===== src/design/cawd_pkg.sv =====
package cawd_pkg;

	// ----------------------------------------
	// Register addresses
	// ----------------------------------------
	localparam logic [7:0] ADDR_CONTROL     = 8'hD8;
	localparam logic [7:0] ADDR_MODE        = 8'hD9;
	localparam logic [7:0] ADDR_CNT_LOW     = 8'hE9;
	localparam logic [7:0] ADDR_CNT_HIGH    = 8'hF9;
	localparam logic [7:0] ADDR_OFFSET_BYTE = 8'hFE;
	localparam logic [7:0] ADDR_UPDATE_BYTE = 8'hD2;
	localparam logic [7:0] ADDR_M5_MODE     = 8'hCE;

	// ----------------------------------------
	// Field positions
	// ----------------------------------------
	localparam int CTL_OVF   = 7;
	localparam int CTL_RUN   = 6;
	localparam int CTL_M5    = 5;
	localparam int MD_IDLE   = 7;
	localparam int MD_WDEN   = 6;
	localparam int MD_LOCK   = 5;
	localparam int MD_CPS_LO = 1;
	localparam int MD_OVF_IE = 0;

	// ----------------------------------------
	// Reset values and constants
	// ----------------------------------------
	localparam logic [7:0] CONTROL_RESET = 8'h00;
	localparam logic [7:0] MODE_RESET    = 8'h40;
	localparam logic [7:0] MODE_WMASK    = 8'hEF;
	localparam logic [7:0] M5_SWTIMER    = 8'h48;
	localparam logic [2:0] CPS_DIV12     = 3'h0;
	localparam logic [2:0] CPS_DIV4      = 3'h1;
	localparam logic [2:0] CPS_SYSCLK    = 3'h4;
	localparam logic [3:0] DIV12_LAST    = 4'hB;
	localparam logic [3:0] DIV4_LAST     = 4'h3;
	localparam int         WD_PULSE_CYC  = 1;

	// ----------------------------------------
	// State of the block
	// ----------------------------------------
	typedef struct packed {
		logic [7:0]  control;
		logic [7:0]  mode;
		logic [15:0] count;
		logic [7:0]  offset_byte;
		logic [7:0]  update_byte;
		logic [7:0]  m5_mode;
		logic [3:0]  prescale;
		logic        ext_d1;
		logic        ext_d2;
		logic        ext_prev;
		logic        wd_reset;
		logic [7:0]  rdata;
		logic        irq;
	} cawd_state_s;

endpackage


===== src/design/cawd_top.sv =====
`timescale 1ns/1ps
`default_nettype none

// How it works
// - Module 5 is the watchdog when enabled
// - Watchdog enable set after every reset
// - Reset defaults: divide by 12, zero bytes
// - Counter forced running except while idle bit set and CPU idle, run writes still stored
// - Counter byte writes ignored while enabled
// - Clock select and idle bit frozen
// - Module 5 forced to timer, mode locked
// - Run bit reads zero unless software set
// - Update write loads high byte plus offset
// - Low overflow at update match resets system
// - Timeout is 256 times offset plus remainder
// - Writing one to module 5 flag resets
// - Enable or lock enables; lock holds till reset
// - Counter wrap sets overflow flag, software clears
// - Run bit starts and stops the counter only while watchdog disabled
// - Module events set flags, never hardware cleared
module cawd_top
	import cawd_pkg::*;
(
	input  wire logic       mclk,
	input  wire logic       reset,
	input  wire logic       sfr_wr,
	input  wire logic       sfr_rd,
	input  wire logic [7:0] sfr_addr,
	input  wire logic [7:0] sfr_wdata,
	input  wire logic       cpu_idle,
	input  wire logic       timer0_ovf,
	input  wire logic       ext_clk_pin,
	input  wire logic [4:0] module_events,
	output var  logic [7:0] sfr_rdata,
	output var  logic       wd_system_reset,
	output var  logic       counter_array_irq
);

	// ----------------------------------------
	// State
	// ----------------------------------------
	cawd_state_s cur;
	cawd_state_s nxt;

	logic       wd_on;
	logic       tick;
	logic       running;
	logic       low_ovf;
	logic [2:0] cps;
	logic [7:0] next_update;
	logic [7:0] flags_set;

	function automatic logic wr_hit(input logic we, input logic [7:0] a, input logic [7:0] target);
		wr_hit = we && (a == target);
	endfunction

	// ----------------------------------------
	// Next state
	// ----------------------------------------
	always_comb begin
		nxt = cur;
		wd_on = cur.mode[MD_WDEN] | cur.mode[MD_LOCK];
		cps = cur.mode[MD_CPS_LO +: 3];
		nxt.ext_d1 = ext_clk_pin;
		nxt.ext_d2 = cur.ext_d1;
		nxt.ext_prev = cur.ext_d2;
		nxt.prescale = cur.prescale + 4'h1;
		tick = 1'b0;
		unique case (cps)
			CPS_DIV12: begin
				tick = (cur.prescale == DIV12_LAST);
				if (tick) begin
					nxt.prescale = 4'h0;
				end
			end
			CPS_DIV4: begin
				tick = (cur.prescale >= DIV4_LAST);
				if (tick) begin
					nxt.prescale = 4'h0;
				end
			end
			3'h2: tick = timer0_ovf;
			3'h3: tick = cur.ext_prev & ~cur.ext_d2;
			CPS_SYSCLK: tick = 1'b1;
			3'h5: tick = cur.ext_d2 & ~cur.ext_prev;
			default: tick = 1'b0;
		endcase
		running = (cur.control[CTL_RUN] | wd_on) && !(cur.mode[MD_IDLE] && cpu_idle);
		low_ovf = running && tick && (cur.count[7:0] == 8'hFF);
		if (running && tick) begin
			nxt.count = cur.count + 16'h0001;
			if (cur.count == 16'hFFFF) begin
				nxt.control[CTL_OVF] = 1'b1;
			end
		end
		flags_set = {3'h0, module_events};
		next_update = cur.count[15:8] + cur.offset_byte;
		if (sfr_wr) begin
			if (wr_hit(sfr_wr, sfr_addr, ADDR_CONTROL)) begin
				nxt.control[CTL_OVF] = sfr_wdata[CTL_OVF];
				nxt.control[CTL_RUN] = sfr_wdata[CTL_RUN];
				nxt.control[5:0] = sfr_wdata[5:0];
				if (running && tick && cur.count == 16'hFFFF) begin
					nxt.control[CTL_OVF] = 1'b1;
				end
			end
			if (wr_hit(sfr_wr, sfr_addr, ADDR_MODE)) begin
				if (wd_on) begin
					nxt.mode[MD_WDEN] = sfr_wdata[MD_WDEN];
					nxt.mode[MD_LOCK] = cur.mode[MD_LOCK] | sfr_wdata[MD_LOCK];
					nxt.mode[MD_OVF_IE] = sfr_wdata[MD_OVF_IE];
				end else begin
					nxt.mode = sfr_wdata & MODE_WMASK;
				end
			end
			if (!wd_on && wr_hit(sfr_wr, sfr_addr, ADDR_CNT_LOW)) begin
				nxt.count[7:0] = sfr_wdata;
			end
			if (!wd_on && wr_hit(sfr_wr, sfr_addr, ADDR_CNT_HIGH)) begin
				nxt.count[15:8] = sfr_wdata;
			end
			if (wr_hit(sfr_wr, sfr_addr, ADDR_OFFSET_BYTE)) begin
				nxt.offset_byte = sfr_wdata;
			end
			if (wr_hit(sfr_wr, sfr_addr, ADDR_UPDATE_BYTE)) begin
				nxt.update_byte = wd_on ? next_update : sfr_wdata;
			end
			if (!wd_on && wr_hit(sfr_wr, sfr_addr, ADDR_M5_MODE)) begin
				nxt.m5_mode = sfr_wdata;
			end
		end
		nxt.control[5:0] = nxt.control[5:0] | flags_set[5:0];
		if (wd_on) begin
			nxt.m5_mode = M5_SWTIMER;
		end
		nxt.wd_reset = wd_on && ((low_ovf && cur.update_byte == cur.count[15:8])
			|| (wr_hit(sfr_wr, sfr_addr, ADDR_CONTROL) && sfr_wdata[CTL_M5]));
		nxt.irq = (nxt.control[CTL_OVF] & nxt.mode[MD_OVF_IE]) | (|nxt.control[5:0] & nxt.m5_mode[0]);
		nxt.rdata = 8'h00;
		if (sfr_rd) begin
			unique case (sfr_addr)
				ADDR_CONTROL:     nxt.rdata = cur.control;
				ADDR_MODE:        nxt.rdata = cur.mode & MODE_WMASK;
				ADDR_CNT_LOW:     nxt.rdata = cur.count[7:0];
				ADDR_CNT_HIGH:    nxt.rdata = cur.count[15:8];
				ADDR_OFFSET_BYTE: nxt.rdata = cur.offset_byte;
				ADDR_UPDATE_BYTE: nxt.rdata = cur.update_byte;
				ADDR_M5_MODE:     nxt.rdata = cur.m5_mode;
				default:          nxt.rdata = 8'h00;
			endcase
		end
	end

	// ----------------------------------------
	// Registers
	// ----------------------------------------
	always_ff @(posedge mclk) begin
		if (reset || cur.wd_reset) begin
			cur <= '0;
			cur.control <= CONTROL_RESET;
			cur.mode <= MODE_RESET;
			cur.wd_reset <= 1'b0;
		end else begin
			cur <= nxt;
		end
	end

	// ----------------------------------------
	// Outputs
	// ----------------------------------------
	always_ff @(posedge mclk) begin
		if (reset) begin
			wd_system_reset <= 1'b0;
			sfr_rdata <= 8'h00;
			counter_array_irq <= 1'b0;
		end else begin
			wd_system_reset <= nxt.wd_reset && !cur.wd_reset;
			sfr_rdata <= nxt.rdata;
			counter_array_irq <= nxt.irq;
		end
	end

endmodule

`default_nettype wire


===== config.mk =====
export PLATFORM = sky130hd
export DESIGN_NAME = cawd_top
export DESIGN_NICKNAME = d
export VERILOG_FILES = /design/src/design/cawd_pkg.sv /design/src/design/cawd_top.sv
export SDC_FILE = /design/constraint.sdc
export NUM_CORES = 1
export LEC_CHECK = 0
export ABC_AREA = 1
export BUFFER_PORTS_ARGS = -buffer_cell sky130_fd_sc_hd__buf_4
export CAP_MARGIN = 20
export CORE_MARGIN = 5
export CORE_UTILIZATION = 39
export DETAILED_ROUTE_END_ITERATION = 16
export GPL_TIMING_DRIVEN = 0
export PLACE_DENSITY = 0.55
export SKIP_LAST_GASP = 1
export SYNTH_ARGS = -nofsm -noshare
export SYNTH_HDL_FRONTEND = slang
export SYNTH_SLANG_ARGS = --single-unit

===== constraint.sdc =====
create_clock -name mclk -period 2.1 [get_ports mclk]
set_input_delay 0.315 -clock mclk [delete_from_list [all_inputs] [get_ports mclk]]
set_output_delay 0.315 -clock mclk [all_outputs]
set_load 0.05 [all_outputs]

==> impl_metrics.py, run 1 <==
metrics = {
    "clock_network": {
        "post_cts_buffers": 0,
        "ctsHoldBuffers": 0,
        "post_cts_resized": 0,
        "clock_path_buffers": 2,
        "insertion_delay_ns": 0.37,
        "path_clk_slew_ns": 0.08,
        "htreeDepth": 3,
        "cts_buffers": 9,
        "cts_tree": "yes",
        "cts.sinks": 73,
        "cts-root-buf": "clkbuf_8",
    },
    "timing": {
        "worstMarginPinSlew_ns": 0.643,
        "slew_headroom_pct": 57.1,
        "finalClockSkew_ns": 0.0171,
        "hold_violations": 0,
        "finalSetupViolCount": 0,
        "min_period_ns": 1.90,
        "rsz0062_at_grt": "no",
        "period_share_pct": 90.5,
        "setup_tns_ns": 0,
        "fmax_mhz": 526,
        "drv_slew": 0,
    },
    "finish": {
        "area_growth_pct": 15.1,
        "layout-drive-gt1-share_pct": 15.5,
        "diodes": 0,
        "finalNetCount": 712,
        "multi_input_area_sq_mm": 0.00234,
        "seqCellArea_sq_mm": 0.00146,
        "final_cells": 819,
        "fin_area_sq_mm": 0.00495,
        "fill_cells": 1149,
    },
    "detailed_routing": {
        "wl_um": 13900,
        "num_vias": 4329,
        "dr.pass1.iters": 7,
        "ant_nets": 0,
        "routedWlPerCell_um": 17.0,
        "drc_errors": 0,
        "drtIter0Drc": 275,
        "viasPerCell": 5.29,
    },
    "min_path": {
        "hp-class": "primary input to flop",
        "hold_path_depth": 2,
    },
    "synth": {
        "yosysTopAreaCell": "dfxtp_1",
        "synthTopCellsByCount": "116 x nand2_1, 95 x inv_1, 73 x dfxtp_1, 63 x a21oi_1, 47 x nor2_1",
        "synth_nets": 664,
        "synth_edf_count": 0,
        "syn_avg_cell_area_sq_um": 6.87,
        "yosys_register_bits": 73,
        "syn_area_sq_mm": 0.00430,
        "ys_seq_area_share_pct": 34.0,
        "synth.top_cell.area_share_pct": 34.0,
        "synthDistinctLibCells": 47,
        "ys_warn_count": 0,
        "synthMostInstantiatedCell": "nand2_1",
        "synth_area_leaders": "dfxtp_1 34%, nand2_1 10%, inv_1 8.3%",
        "async_reset_ff_share_pct": 0,
        "synth-main-ff-cell": "dfxtp_1",
        "syn_inst": 626,
    },
    "critical_path": {
        "worst_path_most_repeated_cell": "inv_1",
        "reg2reg_slack_ns": 0.20,
        "arrival_ns": 2.20,
        "required_ns": 2.40,
        "slowest_delay_ns": 0.47,
        "path_cells": "ha_1, inv_1, fa_1, inv_1, nand4_1, a31o_2, nand3_1, nand2_1, a21oi_1",
        "worst-path-stages": 9,
        "worst-setup-path-type": "flop to flop",
        "ff2ff_path_depth": 9,
        "cp_max_fo": 6,
        "end_kind": "flop",
        "cp.buffers_inverters": 2,
        "cp_top_family": "adder cells",
        "critPathSlowestCell": "dfxtp_1",
        "critPathLaunchType": "flop",
    },
    "placed_design": {
        "routabilityCongestion": 0.897,
        "portBuffers": 37,
        "place_hpwl_um": 11000,
        "placedCellCount": 803,
        "placed_cell_area_sq_mm": 0.00476,
    },
    "power_and_ir_drop": {
        "p_leak_nw": 2.15,
        "ir_drop_mv": 0.351,
        "power_density_mw_per_mm2": 552,
    },
    "floorplan": {
        "die_x_um": 115,
        "die_h_um": 115,
        "io_pins": 38,
        "std_cell_rows": 38,
        "core-area_sq_mm": 0.0108,
        "design.die.area_sq_mm": 0.0132,
        "start_util_pct": 39.7,
    },
    "global_routing": {
        "grt_pass1_vias": 4083,
        "overflow": 0,
        "grt_pass1_wl_um": 21800,
        "grt_max_degree": 13,
        "antenna_found_initial": 0,
        "grt_usage_pct": 21.8,
    },
    "job": {
        "drv_cap": 0,
    },
    "status": {
        "status": "finished, final reports clean",
    },
}
-- report_power, final --
part           switching [mW]  internal, mW  total (mW)
registers             0.00945          1.40        1.41
clock network           0.550         0.585        1.13
logic                   0.123        0.0671       0.190
total                   0.682          2.05        2.73
-- final timing paths --
| kind | to | startpoint |
|---|---|---|
| setup / recovery | cur[31] | cur[49] |
| hold / removal | counter_array_irq | reset |
| setup reg to reg | cur[31] | cur[49] |
| hold reg to reg | cur[11] | cur[12] |
-- routing by layer --
layer / vias up / part of all wire, % / GRT usage [%]
li1: 2147 / - / -
met1: 1988 / 46 / 29.3
met2: 160 / 45 / 34.8
met3: 34 / 6.2 / 3.26
met4: 0 / 3.0 / 9.55
met5: - / 0 / 0
-- kinds of logic after synthesis --
| kind of cell | synth area share (%) |
|---|---|
| AO/OA/AOI/OAI | 18.8 |
| XOR/XNOR | 4.07 |
| adder cells (fa/ha/maj) | 3.08 |
| flip-flops | 34.0 |
| AND/OR/NAND/NOR | 28.6 |
| buffers and inverters | 11.5 |
-- through the flow --
step / power, mW / setup WS, ns / util, % / hold slack (ns)
after floorplan: 1.53 / 0.467 / - / 0.377
after global placement: 1.63 / 0.0793 / 43.9 / 0.396
after detailed placement: 1.63 / 0.133 / 43.9 / 0.404
after CTS: 2.75 / 0.208 / 45.7 / 0.105
after global routing: 2.84 / 0.0481 / 45.7 / 0.104
final: 2.73 / 0.200 / 45.7 / 0.115
-- area by class of cell --
cell class	instances	area share (%)
multi-input combinational	430	47.3
sequential	73	29.5
inverter	108	8.23
timing repair buffer	37	5.61
tap	140	3.54
clock buffer	12	2.93
buffer	15	1.79
clock inverter	4	1.06
-- sequential cells by signal, indices dropped and copies added, names as in the netlist --
| name | flops |
|---|---|
| counter_array_irq | 1 |
| cps | 3 |
| cur | 60 |
| sfr_rdata | 8 |
| wd_system_reset | 1 |
-- placed cells by master (no fill, tap or decap), types with 2 or more instances in the layout --
cell type	synthesis	layout
nand2_1	116	116
inv_1	95	95
dfxtp_1	73	73
a21oi_1	63	63
nor2_1	47	47
o21ai_0	40	40
buf_4	1	38
nand3_1	36	36
nand4_1	13	13
inv_2	11	11
xor2_1	10	10
xnor2_1	10	10
clkbuf_8	0	10
nand2_2	9	9
o21ai_1	9	9
o22ai_1	9	9
ha_1	9	9
a31oi_1	8	8
nor2_2	6	6
nor3_1	6	6
nand3b_1	6	6
clkbuf_1	3	5
buf_2	5	5
nand2_4	4	4
nor2_4	3	3
buf_6	3	3
nor3_4	3	3
o211ai_1	3	3
buf_1	3	3
a211oi_1	3	3
o21a_1	2	2
clkinv_4	0	2
-- worst register-to-register path, stage by stage (launching register included) --
cell,delay (ns)
dfxtp_1,0.47
ha_1,0.24
inv_1,0.06
fa_1,0.36
inv_1,0.13
nand4_1,0.13
a31o_2,0.22
nand3_1,0.06
nand2_1,0.07
a21oi_1,0.11
Note: power is estimated with default switching activity, not from simulation.
==> inputs of run 2 (changes only) <==
CORE_UTILIZATION = 51   (was 39)
GPL_ROUTABILITY_DRIVEN = 0   (was default)
PLACE_DENSITY = 0.69   (was 0.55)
==> run 2 against run 1 <==
  * Clock skew is 0.0091 ns lower
  * Non-clock buffer count unchanged
  * Sequential share of layout area is 0.13 points higher
  * Critical endpoint unchanged
  * Largest power group unchanged
  * Highest routed layer unchanged
==> impl_metrics.py, run 2 (same netlist as run 1, synthesis figures left out) <==
metrics = {
    "status": {
        "status": "finished, final reports clean",
    },
    "critical_path": {
        "cp.buffers_inverters": 2,
        "worst-setup-path-type": "flop to flop",
        "critPathSlowestCell": "dfxtp_1",
        "path_cells": "ha_1, inv_1, fa_1, inv_1, nand4_1, a31o_2, nand3_1, nand2_1, a21oi_1",
        "required_ns": 2.38,
        "arrival_ns": 2.22,
        "critPathLaunchType": "flop",
        "cp_max_fo": 6,
        "end_kind": "flop",
        "slowest_delay_ns": 0.52,
        "cp_top_family": "adder cells",
        "worst_path_most_repeated_cell": "inv_1",
    },
    "detailed_routing": {
        "wl_met1_um": 5550,
        "wl_um": 13000,
        "drc_errors": 0,
        "dr.pass1.iters": 5,
        "viasPerCell": 5.60,
        "num_vias": 4394,
        "ant_nets": 0,
        "highest_layer": "met4",
        "met3_wirelength_um": 1230,
        "met2_length_um": 5720,
        "drtIter0Drc": 345,
        "routedWlPerCell_um": 16.5,
    },
    "finish": {
        "largest_register": "cur",
        "diodes": 0,
        "area_growth_pct": 14.6,
        "multi_input_area_sq_mm": 0.00234,
        "layout-drive-gt1-share_pct": 15.6,
        "final_cells": 784,
        "finalNetCount": 712,
        "fill_cells": 777,
        "final_common_cell": "nand2_1",
        "seqCellArea_sq_mm": 0.00146,
        "final_cell_mix": "116 x nand2_1, 95 x inv_1, 73 x dfxtp_1",
        "largest_reg_flops": 60,
    },
    "global_routing": {
        "grt_pass1_vias": 4055,
        "grt_pass1_wl_um": 20800,
        "antenna_found_initial": 0,
        "grt_usage_pct": 26.4,
        "grt_max_degree": 13,
        "overflow": 0,
    },
    "timing": {
        "worstMarginPinSlew_ns": 0.672,
        "period_share_pct": 92.4,
        "setup_ws_ns": 0.159,
        "fmax_mhz": 515,
        "slew_headroom_pct": 55.2,
        "setup_tns_ns": 0,
        "min_period_ns": 1.94,
        "finalClockSkew_ns": 0.00796,
        "rsz0062_at_grt": "no",
        "drv_slew": 0,
        "finalSetupViolCount": 0,
        "hold_violations": 0,
    },
    "clock_network": {
        "cts_buffers": 9,
        "path_clk_slew_ns": 0.08,
        "cts-root-buf": "clkbuf_8",
        "post_cts_buffers": 0,
        "cts_tree": "yes",
        "clock_path_buffers": 2,
        "post_cts_resized": 0,
        "cts.sinks": 73,
        "htreeDepth": 3,
        "ctsHoldBuffers": 0,
        "insertion_delay_ns": 0.36,
    },
    "placed_design": {
        "place_hpwl_um": 10100,
        "place_ws_ns": 0.0290,
        "portBuffers": 37,
        "placedCellCount": 768,
    },
    "min_path": {
        "hp-class": "primary input to flop",
    },
    "floorplan": {
        "die_h_um": 102,
        "core-area_sq_mm": 0.00822,
        "std_cell_rows": 33,
        "start_util_pct": 52.4,
        "die_x_um": 102,
        "io_pins": 38,
        "design.die.area_sq_mm": 0.0104,
    },
    "power_and_ir_drop": {
        "ir_drop_mv": 0.390,
        "p_leak_nw": 2.16,
        "p_total_mw": 2.85,
        "power_density_mw_per_mm2": 577,
    },
    "job": {
        "drv_cap": 0,
    },
}
-- run 2: power breakdown --
group / internal (mW) / total (mW) / switching (mW) / leakage [nW]
clock network: 0.700 / 1.25 / 0.551 / 0.113
registers: 1.40 / 1.41 / 0.00965 / 0.591
logic: 0.0670 / 0.187 / 0.120 / 1.46
-- run 2: area by class of cell --
| type | instances | share of cell area (%) |
|---|---|---|
| Buffer | 15 | 1.80 |
| Tap cell | 105 | 2.66 |
| Sequential cell | 73 | 29.6 |
| Multi-Input combinational cell | 430 | 47.5 |
| Clock inverter | 5 | 1.60 |
| Inverter | 108 | 8.27 |
| Timing Repair Buffer | 37 | 5.63 |
| Clock buffer | 11 | 2.87 |
-- run 2: path summary, 6_finish.rpt --
| check | slack (ns) | endpoint | cells after the start | from |
|---|---|---|---|---|
| worst max register to register | 0.16 | cur[31] | 9 | cur[49] |
| worst min-delay path | 0.12 | counter_array_irq | 2 | reset |
| worst max-delay path | 0.16 | cur[31] | 9 | cur[49] |
| worst min register to register | 0.41 | cur[11] | 2 | cur[12] |
-- run 2: layer usage --
| layer | vias up | GRT usage, % |
|---|---|---|
| met2 | 244 | 41.1 |
| met4 | 0 | 10.2 |
| li1 | 2147 | - |
| met1 | 1964 | 36.2 |
| met5 | - | 0 |
| met3 | 39 | 5.46 |
-- run 2: per-stage QoR --
stage          hold slack, ns  utilization (%)  instance area, sq um
5_1_grt                 0.114             60.0                  4930
4_1_cts                 0.107             60.0                  4930
3_3_place_gp            0.399             57.3                  4710
3_5_place_dp            0.400             57.3                  4710
2_1_floorplan           0.377                -                  4300
6_report                0.117             60.0                  4930
